### src/pmc_defs.svh
// register offsets, field positions and reset values for the pmic register bank
`ifndef PMC_DEFS_SVH
`define PMC_DEFS_SVH
`define PMC_SLAVE_ADDR 7'h60
`define PMC_A_PON 8'h00
`define PMC_A_CHG 8'h01
`define PMC_A_SUP 8'h02
`define PMC_A_USB 8'h03
`define PMC_A_SD1 8'h05
`define PMC_A_SD2 8'h06
`define PMC_A_LR1 8'h08
`define PMC_A_LR2 8'h09
`define PMC_A_CVC 8'h0a
`define PMC_A_CVR 8'h0b
`define PMC_A_IMR 8'h0c
`define PMC_A_IRQ 8'h0d
`define PMC_ACK_BIT 4
`define PMC_CHG_RST_HI 2'h1
`define PMC_SUP_RST 3'h6
`define PMC_SD_PWM_BIT 5
`define PMC_SD_EN_BIT 6
`define PMC_LR_EN_BIT 5
`define PMC_CVC_START_BIT 3
`endif

### src/pmc_pkg.sv
// types of the pmic register bank
package pmc_pkg;
  typedef enum logic [3:0] {
    PMC_IDLE = 4'b0001,
    PMC_ADDR = 4'b0010,
    PMC_WRX = 4'b0100,
    PMC_RDX = 4'b1000
  } pmc_state_e;
  typedef struct packed {
    logic [3:0] cause;
    logic [2:0] chg_status;
    logic cv_overflow;
    logic cv_ready;
    logic [7:0] cv_data;
    logic [7:0] irq_src;
  } pmc_status_s;
  typedef struct packed {
    logic power_ack;
    logic [7:0] charger;
    logic [2:0] supervisor;
    logic [1:0] usb_limit;
    logic [6:0] sd1;
    logic [6:0] sd2;
    logic [5:0] lr1;
    logic [5:0] lr2;
    logic [7:0] cvc;
    logic cv_start;
  } pmc_ctrl_s;
endpackage

### src/pmc_regbank.sv
// i2c slave and control/status register bank of the power-management device
`timescale 1ns/100ps
`include "pmc_defs.svh"
module pmc_regbank
  import pmc_pkg::*;
#(
  parameter logic [3:0] CHG_CURRENT_DEFAULT = 4'h0,
  parameter logic [4:0] LR1_CODE_DEFAULT = 5'h08,
  parameter logic [4:0] LR2_CODE_DEFAULT = 5'h14,
  parameter logic [4:0] SD1_CODE_DEFAULT = 5'h09,
  parameter logic [4:0] SD2_CODE_DEFAULT = 5'h0f
) (
  // clock and reset
  input wire logic clk_in,
  input wire logic rst_in,
  // serial bus pins
  input wire logic scl_in,
  input wire logic sda_in,
  output logic sda_out,
  output logic sda_oe_out,
  // device state feeding read-only fields, and enable pins to the regulators
  input wire pmc_status_s status_in,
  input wire logic reg2_enable_pin_in,
  input wire logic step_down1_enable_pin_in,
  // settings to the analog blocks
  output pmc_ctrl_s ctrl_out,
  output logic reg1_enable_out,
  output logic reg2_enable_out,
  output logic step_down1_enable_out,
  output logic step_down2_enable_out,
  output logic interrupt_line_n_out
);

  // codes above 4'h9 have no current step, refuse them at elaboration
  if (CHG_CURRENT_DEFAULT > 4'h9) begin : g_chg_range
    $error("charge current default above 1000 mA code");
  end

  ////////////////////////////////////////////////////////////////////////////
  // pin synchronisers, two flops before any use
  logic [1:0] scl_s_r, sda_s_r;
  logic scl_d_r, sda_d_r;
  pmc_status_s st_s1_r, st_r;
  logic [1:0] pin_s1_r, pin_r;

  always_ff @(posedge clk_in or posedge rst_in) begin
    if (rst_in) begin
      scl_s_r <= 2'h3;
      sda_s_r <= 2'h3;
      scl_d_r <= 1'b1;
      sda_d_r <= 1'b1;
    end else begin
      scl_s_r <= {scl_s_r[0], scl_in};
      sda_s_r <= {sda_s_r[0], sda_in};
      scl_d_r <= scl_s_r[1];
      sda_d_r <= sda_s_r[1];
    end
  end

  always_ff @(posedge clk_in or posedge rst_in) begin
    if (rst_in) begin
      st_s1_r <= '0;
      st_r <= '0;
      pin_s1_r <= 2'h0;
      pin_r <= 2'h0;
    end else begin
      st_s1_r <= status_in;
      st_r <= st_s1_r;
      pin_s1_r <= {step_down1_enable_pin_in, reg2_enable_pin_in};
      pin_r <= pin_s1_r;
    end
  end

  logic scl_s, sda_s, scl_rise, scl_fall, start_cond, stop_cond;
  assign scl_s = scl_s_r[1];
  assign sda_s = sda_s_r[1];
  assign scl_rise = scl_s & ~scl_d_r;
  assign scl_fall = ~scl_s & scl_d_r;
  assign start_cond = scl_s & scl_d_r & sda_d_r & ~sda_s;
  assign stop_cond = scl_s & scl_d_r & ~sda_d_r & sda_s;

  ////////////////////////////////////////////////////////////////////////////
  // byte engine
  pmc_state_e state_r;
  logic [3:0] bit_cnt_r;
  logic [7:0] shift_r;
  logic [7:0] reg_addr_r;
  logic have_addr_r;
  logic [7:0] tx_r;
  logic ack_phase_r;
  logic ack_drive_r;
  logic wr_pulse_r;
  logic [7:0] wr_data_r;
  logic [7:0] rd_data;

  // shifts on scl rise; byte done after 8 bits, ninth clock is the ack slot
  always_ff @(posedge clk_in or posedge rst_in) begin
    if (rst_in) begin
      state_r <= PMC_IDLE;
      bit_cnt_r <= 4'h0;
      shift_r <= 8'h00;
      reg_addr_r <= 8'h00;
      have_addr_r <= 1'b0;
      tx_r <= 8'h00;
      ack_phase_r <= 1'b0;
      ack_drive_r <= 1'b0;
      wr_pulse_r <= 1'b0;
      wr_data_r <= 8'h00;
    end else begin
      wr_pulse_r <= 1'b0;
      if (stop_cond) begin
        state_r <= PMC_IDLE;
        ack_drive_r <= 1'b0;
        ack_phase_r <= 1'b0;
      end else if (start_cond) begin
        state_r <= PMC_ADDR;
        bit_cnt_r <= 4'h0;
        ack_drive_r <= 1'b0;
        ack_phase_r <= 1'b0;
      end else if (state_r != PMC_IDLE) begin
        if (scl_rise && !ack_phase_r) begin
          shift_r <= {shift_r[6:0], sda_s};
          bit_cnt_r <= bit_cnt_r + 4'h1;
          if (state_r == PMC_RDX && bit_cnt_r == 4'h7) begin
            reg_addr_r <= reg_addr_r + 8'h01;
          end
        end else if (scl_rise && ack_phase_r && state_r == PMC_RDX) begin
          if (sda_s) begin
            state_r <= PMC_IDLE;
          end
        end
        if (scl_fall && bit_cnt_r == 4'h8 && !ack_phase_r) begin
          ack_phase_r <= 1'b1;
          bit_cnt_r <= 4'h0;
          unique case (state_r)
            PMC_ADDR: begin
              if (shift_r[7:1] == `PMC_SLAVE_ADDR) begin
                ack_drive_r <= 1'b1;
                state_r <= shift_r[0] ? PMC_RDX : PMC_WRX;
                have_addr_r <= 1'b0;
                tx_r <= rd_data;
              end else begin
                state_r <= PMC_IDLE;
              end
            end
            PMC_WRX: begin
              ack_drive_r <= 1'b1;
              if (!have_addr_r) begin
                reg_addr_r <= shift_r;
              end else begin
                wr_data_r <= shift_r;
                wr_pulse_r <= 1'b1;
              end
              have_addr_r <= ~have_addr_r;
            end
            PMC_RDX: begin
              ack_drive_r <= 1'b0;
            end
            default: state_r <= PMC_IDLE;
          endcase
        end else if (scl_fall && ack_phase_r) begin
          ack_phase_r <= 1'b0;
          ack_drive_r <= 1'b0;
          tx_r <= rd_data;
        end else if (scl_fall && state_r == PMC_RDX && !ack_phase_r) begin
          tx_r <= {tx_r[6:0], 1'b0};
        end
      end
    end
  end

  // open drain: drive low only
  assign sda_out = 1'b0;
  assign sda_oe_out = ack_drive_r | (state_r == PMC_RDX && !ack_phase_r && !tx_r[7]);

  ////////////////////////////////////////////////////////////////////////////
  // writable registers
  logic ack_r;
  logic [7:0] chg_r;
  logic [2:0] sup_r;
  logic [1:0] usb_r;
  logic [6:0] sd1_r, sd2_r;
  logic [5:0] lr1_r, lr2_r;
  logic [7:0] cvc_r;
  logic [7:0] imr_r;
  logic cv_start_r;

  always_ff @(posedge clk_in or posedge rst_in) begin
    if (rst_in) begin
      ack_r <= 1'b0;
      chg_r <= {`PMC_CHG_RST_HI, CHG_CURRENT_DEFAULT, 2'b11};
      sup_r <= `PMC_SUP_RST;
      usb_r <= 2'h0;
      sd1_r <= {2'b00, SD1_CODE_DEFAULT};
      sd2_r <= {2'b10, SD2_CODE_DEFAULT};
      lr1_r <= {1'b1, LR1_CODE_DEFAULT};
      lr2_r <= {1'b0, LR2_CODE_DEFAULT};
      cvc_r <= 8'h00;
      imr_r <= 8'h00;
    end else if (wr_pulse_r) begin
      unique case (reg_addr_r)
        `PMC_A_PON: ack_r <= wr_data_r[`PMC_ACK_BIT];
        `PMC_A_CHG: chg_r <= wr_data_r;
        `PMC_A_SUP: sup_r <= wr_data_r[5:3];
        `PMC_A_USB: usb_r <= wr_data_r[1:0];
        `PMC_A_SD1: sd1_r <= wr_data_r[6:0];
        `PMC_A_SD2: sd2_r <= wr_data_r[6:0];
        `PMC_A_LR1: lr1_r <= wr_data_r[5:0];
        `PMC_A_LR2: lr2_r <= wr_data_r[5:0];
        `PMC_A_CVC: cvc_r <= {wr_data_r[7:6], 2'b00, wr_data_r[3:0]};
        `PMC_A_IMR: imr_r <= wr_data_r;
        default: ;
      endcase
    end
  end

  // start bit gives a one-cycle conversion request
  always_ff @(posedge clk_in or posedge rst_in) begin
    if (rst_in) begin
      cv_start_r <= 1'b0;
    end else begin
      cv_start_r <= wr_pulse_r && reg_addr_r == `PMC_A_CVC &&
                    wr_data_r[`PMC_CVC_START_BIT];
    end
  end

  ////////////////////////////////////////////////////////////////////////////
  // read mux, reserved bits zero
  always_comb begin
    unique case (reg_addr_r)
      `PMC_A_PON: rd_data = {3'b000, ack_r, st_r.cause};
      `PMC_A_CHG: rd_data = chg_r;
      `PMC_A_SUP: rd_data = {2'b00, sup_r, st_r.chg_status};
      `PMC_A_USB: rd_data = {6'h00, usb_r};
      `PMC_A_SD1: rd_data = {1'b0, sd1_r};
      `PMC_A_SD2: rd_data = {1'b0, sd2_r};
      `PMC_A_LR1: rd_data = {2'b00, lr1_r};
      `PMC_A_LR2: rd_data = {2'b00, lr2_r};
      `PMC_A_CVC: rd_data = {cvc_r[7:6], st_r.cv_overflow, st_r.cv_ready, cvc_r[3:0]};
      `PMC_A_CVR: rd_data = st_r.cv_data;
      `PMC_A_IMR: rd_data = imr_r;
      `PMC_A_IRQ: rd_data = st_r.irq_src;
      default: rd_data = 8'h00;
    endcase
  end

  ////////////////////////////////////////////////////////////////////////////
  // outputs
  always_comb begin
    ctrl_out.power_ack = ack_r;
    ctrl_out.charger = chg_r;
    ctrl_out.supervisor = sup_r;
    ctrl_out.usb_limit = usb_r;
    ctrl_out.sd1 = sd1_r;
    ctrl_out.sd2 = sd2_r;
    ctrl_out.lr1 = lr1_r;
    ctrl_out.lr2 = lr2_r;
    ctrl_out.cvc = {cvc_r[7:6], 2'b00, cvc_r[3:0]};
    ctrl_out.cv_start = cv_start_r;
  end

  assign reg1_enable_out = lr1_r[`PMC_LR_EN_BIT];
  assign reg2_enable_out = lr2_r[`PMC_LR_EN_BIT] | pin_r[0];
  assign step_down1_enable_out = sd1_r[`PMC_SD_EN_BIT] | pin_r[1];
  assign step_down2_enable_out = sd2_r[`PMC_SD_EN_BIT];
  assign interrupt_line_n_out = ~|(st_r.irq_src & imr_r);

  ////////////////////////////////////////////////////////////////////////////
  // checks
  a_irq_line_gate: assert property (@(posedge clk_in) disable iff (rst_in)
    (|(st_r.irq_src & imr_r)) |-> !interrupt_line_n_out)
    else $error("interrupt line not low with masked-in request");
  a_irq_released: assert property (@(posedge clk_in) disable iff (rst_in)
    (imr_r == 8'h00) |-> interrupt_line_n_out)
    else $error("interrupt line low with all sources masked");
  a_reg2_force_on: assert property (@(posedge clk_in) disable iff (rst_in)
    lr2_r[5] |-> reg2_enable_out)
    else $error("regulator 2 off while forced on");
  a_sd1_pin_ctrl: assert property (@(posedge clk_in) disable iff (rst_in)
    !sd1_r[6] |-> step_down1_enable_out == pin_r[1])
    else $error("step-down 1 enable does not follow pin");
  a_ack_write_bit: assert property (@(posedge clk_in) disable iff (rst_in)
    wr_pulse_r && reg_addr_r == 8'h00 |=> ack_r == $past(wr_data_r[4]))
    else $error("power acknowledge not written");
  a_cvc_status_ro: assert property (@(posedge clk_in) disable iff (rst_in)
    cvc_r[5:4] == 2'b00)
    else $error("converter status bits stored from a write");
  a_start_pulse: assert property (@(posedge clk_in) disable iff (rst_in)
    cv_start_r |=> !cv_start_r)
    else $error("conversion start longer than one cycle");
  a_pon_reserved: assert property (@(posedge clk_in) disable iff (rst_in)
    reg_addr_r == 8'h00 |-> rd_data[7:5] == 3'b000)
    else $error("reserved bits read nonzero");
  a_stop_idle: assert property (@(posedge clk_in) disable iff (rst_in)
    stop_cond |=> state_r == PMC_IDLE)
    else $error("stop did not end transfer");
  a_lr2_write: assert property (@(posedge clk_in) disable iff (rst_in)
    wr_pulse_r && reg_addr_r == 8'h09 |=> lr2_r == $past(wr_data_r[5:0]))
    else $error("regulator 2 code not taken");
  // every writable field takes its bits one cycle after the write pulse
  a_chg_write_full: assert property (@(posedge clk_in) disable iff (rst_in)
    wr_pulse_r && reg_addr_r == 8'h01 |=> chg_r == $past(wr_data_r))
    else $error("charger control not written");
  a_sup_write_bits: assert property (@(posedge clk_in) disable iff (rst_in)
    wr_pulse_r && reg_addr_r == 8'h02 |=> sup_r == $past(wr_data_r[5:3]))
    else $error("supervisor settings not written");
  a_usb_write_bits: assert property (@(posedge clk_in) disable iff (rst_in)
    wr_pulse_r && reg_addr_r == 8'h03 |=> usb_r == $past(wr_data_r[1:0]))
    else $error("usb limit not written");
  a_sd1_write_bits: assert property (@(posedge clk_in) disable iff (rst_in)
    wr_pulse_r && reg_addr_r == 8'h05 |=> sd1_r == $past(wr_data_r[6:0]))
    else $error("step-down 1 control not written");
  a_sd2_write_bits: assert property (@(posedge clk_in) disable iff (rst_in)
    wr_pulse_r && reg_addr_r == 8'h06 |=> sd2_r == $past(wr_data_r[6:0]))
    else $error("step-down 2 control not written");
  a_lr1_write_bits: assert property (@(posedge clk_in) disable iff (rst_in)
    wr_pulse_r && reg_addr_r == 8'h08 |=> lr1_r == $past(wr_data_r[5:0]))
    else $error("regulator 1 control not written");
  a_imr_write_all: assert property (@(posedge clk_in) disable iff (rst_in)
    wr_pulse_r && reg_addr_r == 8'h0c |=> imr_r == $past(wr_data_r))
    else $error("interrupt mask not written");
  a_cvc_write_bits: assert property (@(posedge clk_in) disable iff (rst_in)
    wr_pulse_r && reg_addr_r == 8'h0a |=> cvc_r[3:0] == $past(wr_data_r[3:0]))
    else $error("converter source, enable or start not written");
  a_range_write: assert property (@(posedge clk_in) disable iff (rst_in)
    wr_pulse_r && reg_addr_r == 8'h0a |=> cvc_r[7:6] == $past(wr_data_r[7:6]))
    else $error("converter range bits not written");
  a_ro_write_ignored: assert property (@(posedge clk_in) disable iff (rst_in)
    wr_pulse_r && reg_addr_r == 8'h0d |=> $stable(imr_r))
    else $error("write to request register changed the mask");
  a_write_in_wrx: assert property (@(posedge clk_in) disable iff (rst_in)
    wr_pulse_r |-> state_r == PMC_WRX)
    else $error("register write outside a write transfer");
  // enables, interrupt line and conversion start source
  a_reg2_pin_ctrl: assert property (@(posedge clk_in) disable iff (rst_in)
    !lr2_r[5] |-> reg2_enable_out == pin_r[0])
    else $error("regulator 2 enable does not follow pin");
  a_sd1_force_on: assert property (@(posedge clk_in) disable iff (rst_in)
    sd1_r[6] |-> step_down1_enable_out)
    else $error("step-down 1 off while forced on");
  a_irq_line_idle: assert property (@(posedge clk_in) disable iff (rst_in)
    !(|(st_r.irq_src & imr_r)) |-> interrupt_line_n_out)
    else $error("interrupt line low with no masked-in request");
  a_cv_start_src: assert property (@(posedge clk_in) disable iff (rst_in)
    cv_start_r |-> $past(wr_pulse_r) && $past(reg_addr_r) == 8'h0a &&
      $past(wr_data_r[3]))
    else $error("conversion start without a start write");
  // slave addressing: ack only our own address, end a read on nack
  a_foreign_nack: assert property (@(posedge clk_in) disable iff (rst_in)
    state_r == PMC_ADDR && scl_fall && bit_cnt_r == 4'h8 && !ack_phase_r &&
      shift_r[7:1] != `PMC_SLAVE_ADDR |=> !ack_drive_r && state_r == PMC_IDLE)
    else $error("foreign address acknowledged");
  a_own_addr_ack: assert property (@(posedge clk_in) disable iff (rst_in)
    state_r == PMC_ADDR && scl_fall && bit_cnt_r == 4'h8 && !ack_phase_r &&
      shift_r[7:1] == `PMC_SLAVE_ADDR |=> ack_drive_r)
    else $error("own address not acknowledged");
  a_start_restart: assert property (@(posedge clk_in) disable iff (rst_in)
    start_cond |=> state_r == PMC_ADDR && bit_cnt_r == 4'h0)
    else $error("start did not restart address phase");
  a_nack_ends_read: assert property (@(posedge clk_in) disable iff (rst_in)
    state_r == PMC_RDX && ack_phase_r && scl_rise && sda_s |=>
      state_r == PMC_IDLE)
    else $error("read not ended by master nack");
  a_idle_no_ack: assert property (@(posedge clk_in) disable iff (rst_in)
    state_r == PMC_IDLE |-> !ack_drive_r)
    else $error("ack driven while idle");
  c_write: cover property (@(posedge clk_in) disable iff (rst_in) wr_pulse_r);
  c_start_conv: cover property (@(posedge clk_in) disable iff (rst_in) cv_start_r);
  c_reg2_forced: cover property (@(posedge clk_in) disable iff (rst_in)
    lr2_r[5] && !pin_r[0]);
  c_read: cover property (@(posedge clk_in) disable iff (rst_in) state_r == PMC_RDX);
  c_irq: cover property (@(posedge clk_in) disable iff (rst_in) !interrupt_line_n_out);
endmodule

### config.mk
export PLATFORM = sky130hd
export DESIGN_NAME = pmc_regbank
export DESIGN_NICKNAME = d
export VERILOG_FILES = /design/src/pmc_pkg.sv /design/src/pmc_regbank.sv
export VERILOG_INCLUDE_DIRS = /design/src
export SDC_FILE = /design/constraint.sdc
export NUM_CORES = 1
export LEC_CHECK = 0
export BUFFER_PORTS_ARGS = -buffer_cell sky130_fd_sc_hd__buf_4
export CAP_MARGIN = 20
export CORE_MARGIN = 8
export CORE_UTILIZATION = 38
export DETAILED_ROUTE_END_ITERATION = 10
export PLACE_DENSITY_LB_ADDON = 0.15
export SYNTH_ARGS = -nofsm -noshare
export SYNTH_HDL_FRONTEND = slang
export SYNTH_SLANG_ARGS = --single-unit
export TNS_END_PERCENT = 50
### constraint.sdc
create_clock -name clk_in -period 12 [get_ports clk_in]
set_clock_uncertainty 0.15 [all_clocks]
set_input_delay 2.4 -clock clk_in [delete_from_list [all_inputs] [get_ports clk_in]]
set_output_delay 2.4 -clock clk_in [all_outputs]
set_load 0.005 [all_outputs]
==> results.json <==
{
  "rows": 48,
  "start_util_pct": 38.9,
  "netlist.top_cell.by_area": "dfrtp_1",
  "cp-end-kind": "output port",
  "async_reset_ff_share_pct": 100,
  "finalCriticalPeriod_ns": 4.25,
  "n_fill_cell": 1609,
  "maxSlewHeadroom_pct": 31.4,
  "pwr-share-comb_pct": 7.8,
  "viasPerCell": 5.54,
  "worstPathCellList": "nor4b_1 -> a21o_1 -> buf_4",
  "finalSetupViolCount": 0,
  "cts_resized": 0,
  "n_antenna_cell": 0,
  "worstMarginPinSlew_ns": 1.03,
  "power_switching_share_pct": 25.6,
  "rsz0062_at_grt": "no",
  "clk_path_buf_depth": 2,
  "ys_seq_elements": 159,
  "htree_levels": 4,
  "synth_edf_count": 0,
  "slowest_delay_ns": 0.54,
  "nets": 649,
  "path_class": "reg -> out",
  "grt_pass1_wl_um": 28700,
  "avgRoutedWirePerCell_um": 21.2,
  "fmax_ghz": 0.235,
  "wl_met3_um": 943,
  "ant_nets": 0,
  "fin_crit_sh_pct": 35.4,
  "tns_ns": 0,
  "yosys_warnings": 0,
  "yosys-top-cells-area": "dfrtp_1, mux2_2, dfstp_2",
  "p_leak_nw": 3.67,
  "max_cap_violations": 0,
  "crit_fanout": 7,
  "syn_area_um2": 6760,
  "clkPwrFrac_pct": 43.5,
  "final_common_cell": "dfrtp_1",
  "cts_setup_buffers": 0,
  "numCtsBuffers": 17,
  "seq_area_frac_synth_pct": 59.3,
  "pwr_density_cell_nw_per_um2": 155,
  "route.detailed.drc": 0,
  "ys.flop_type": "dfrtp_1",
  "internal_power_mw": 0.944,
  "synthCells": 531,
  "critical-path-slowest-cell": "nor4b_1",
  "grt_overflow": 0,
  "grt_pass1_vias": 4871,
  "dp_hpwl_um": 12300,
  "area_growth_syn_to_layout_pct": 21.3,
  "ctsHoldBuffers": 0,
  "wl_met2_um": 8410,
  "ys_types": 69,
  "switching_power_mw": 0.325,
  "grt_usage_pct": 16.9,
  "gp_congestion": 0.856,
  "final_util_pct": 47.2,
  "cp.required_ns": 9.45,
  "hp-class": "reg -> reg",
  "ir_drop_uv": 102,
  "finalHoldViolCount": 0,
  "cts_num_sinks": 159,
  "top_layer": "met4",
  "path_clk_slew_ns": 0.06,
  "clock_latency_ns": 0.43,
  "timing.hold.ws_ns": 0.197,
  "synth_top_area_share_pct": 50.4,
  "root_buffer": "clkbuf_16",
  "grt_max_degree": 111,
  "io_pins": 87,
  "drt_first_pass_iters": 5,
  "sequentialPowerShare_pct": 48.7,
  "p_total_mw": 1.27,
  "fp.coreArea_um2": 17400,
  "avgSynthCellArea_um2": 12.7,
  "cts_tree": "done",
  "drive_gt1_share_pct": 39.2,
  "vias": 4705,
  "drt-total-wl_um": 18000,
  "worstPathArrival_ns": 1.70,
  "dieArea_um2": 22300,
  "final_cell_mix": "dfrtp_1, buf_4, mux2_2",
  "die_h_um": 149,
  "outcome": "complete, no violations",
  "slew_violations": 0,
  "first_iter_violations": 356,
  "antenna_found_initial": 0,
  "die_w_um": 149,
  "met1_length_um": 8370,
  "cp-start-kind": "flop",
  "numPortBuffers": 83
}
-- path summary, 6_finish.rpt --
path,start,endpoint,slack [ns],depth (start not counted)
min in group asynchronous,rst_in,st_s1_r[17],1.70,2
worst min-delay path,st_s1_r[18],st_r[18],0.20,0
worst max-delay path,state_r[1],sda_oe_out,7.75,3
max in group asynchronous,rst_in,cvc_r[3],8.66,4
worst min register to register,st_s1_r[18],st_r[18],0.20,0
worst max register to register,reg_addr_r[0],tx_r[7],8.90,7
-- cell families (layout without fill, tap and decap cells) --
logic type | count (synthesis) | count (layout) | synth area share, %
and+or+nand+nor | 135 | 135 | 11.4
muxes | 79 | 79 | 13.1
buffers and inverters | 41 | 133 | 2.93
xor gates and xnor gates | 3 | 3 | 0.389
AOI/OAI and AO/OA | 107 | 107 | 11.8
DFF | 159 | 159 | 59.3
other | 1 | 3 | 0.0555
adders and majority gates | 6 | 6 | 1.11
-- synthesized netlist by cell type (all sizes together), types with 3 or more instances --
library cell / number
mux2i: 4
nand3: 19
a211oi: 8
or4: 4
mux2: 75
o22ai: 3
buf: 10
nand2: 27
nand3b: 6
ha: 6
a222oi: 3
a21o: 4
nand4: 9
a31oi: 3
a21oi: 15
and2: 3
dfrtp: 136
or4b: 4
o211ai: 6
clkbuf: 19
nor2: 23
or2: 3
dfstp: 23
nor3: 8
a22o: 6
a32o: 3
and3: 6
inv: 12
o21ai: 19
or2b: 3
nor2b: 4
a22oi: 13
a221oi: 4
nor4: 6
-- routing by layer --
| metal | global-route usage, % | vias to the layer above |
|---|---|---|
| met2 | 25.6 | 148 |
| met3 | 4.55 | 19 |
| met5 | 0 | - |
| met1 | 23.3 | 2412 |
| met4 | 5.20 | 0 |
| li1 | - | 2126 |
-- per-stage QoR --
step / setup WS (ns) / cells / instance area (um^2)
floorplan: 5.20 / 533 / 6760
global placement: 7.93 / 817 / 7560
detailed placement: 7.87 / 817 / 7560
CTS: 7.74 / 849 / 8170
global route: 7.60 / 850 / 8190
finish: 7.75 / 850 / 8190
-- registers in the layout, indices dropped and copies added (netlist names), 6 cells and up --
name / flops
chg_r: 8
cvc_r: 6
imr_r: 8
lr1_r: 6
lr2_r: 6
reg_addr_r: 8
sd1_r: 7
sd2_r: 7
shift_r: 8
st_r: 25
st_s1_r: 25
tx_r: 8
wr_data_r: 8
-- power groups by stage --
stage               Combinational, mW  Clock, mW  Sequential, mW
floorplan                      0.0759          0           0.611
global placement               0.0954          0           0.625
CTS                            0.0991      0.563           0.617
finish                         0.0989      0.552           0.618
global route                    0.112      0.585           0.625
detailed placement             0.0986          0           0.627
-- layout make-up --
cell class | count | area (um^2) | share of cell area, %
Sequential cell | 159 | 4010 | 48.9
Multi-Input combinational cell | 333 | 2560 | 31.3
Timing Repair Buffer | 89 | 688 | 8.40
Clock buffer | 18 | 429 | 5.24
Tap cell | 225 | 282 | 3.44
Clock inverter | 14 | 171 | 2.09
Inverter | 12 | 50.0 | 0.611
-- critical path: cells and delay by family, from the launching register on --
kind	cells	cell delay, ns
and+or+nand+nor	1	0.54
AOI/OAI and AO/OA	1	0.19
DFF	1	0.44
buffers and inverters	1	0.10
No activity file was read; power rests on OpenSTA's default activity.
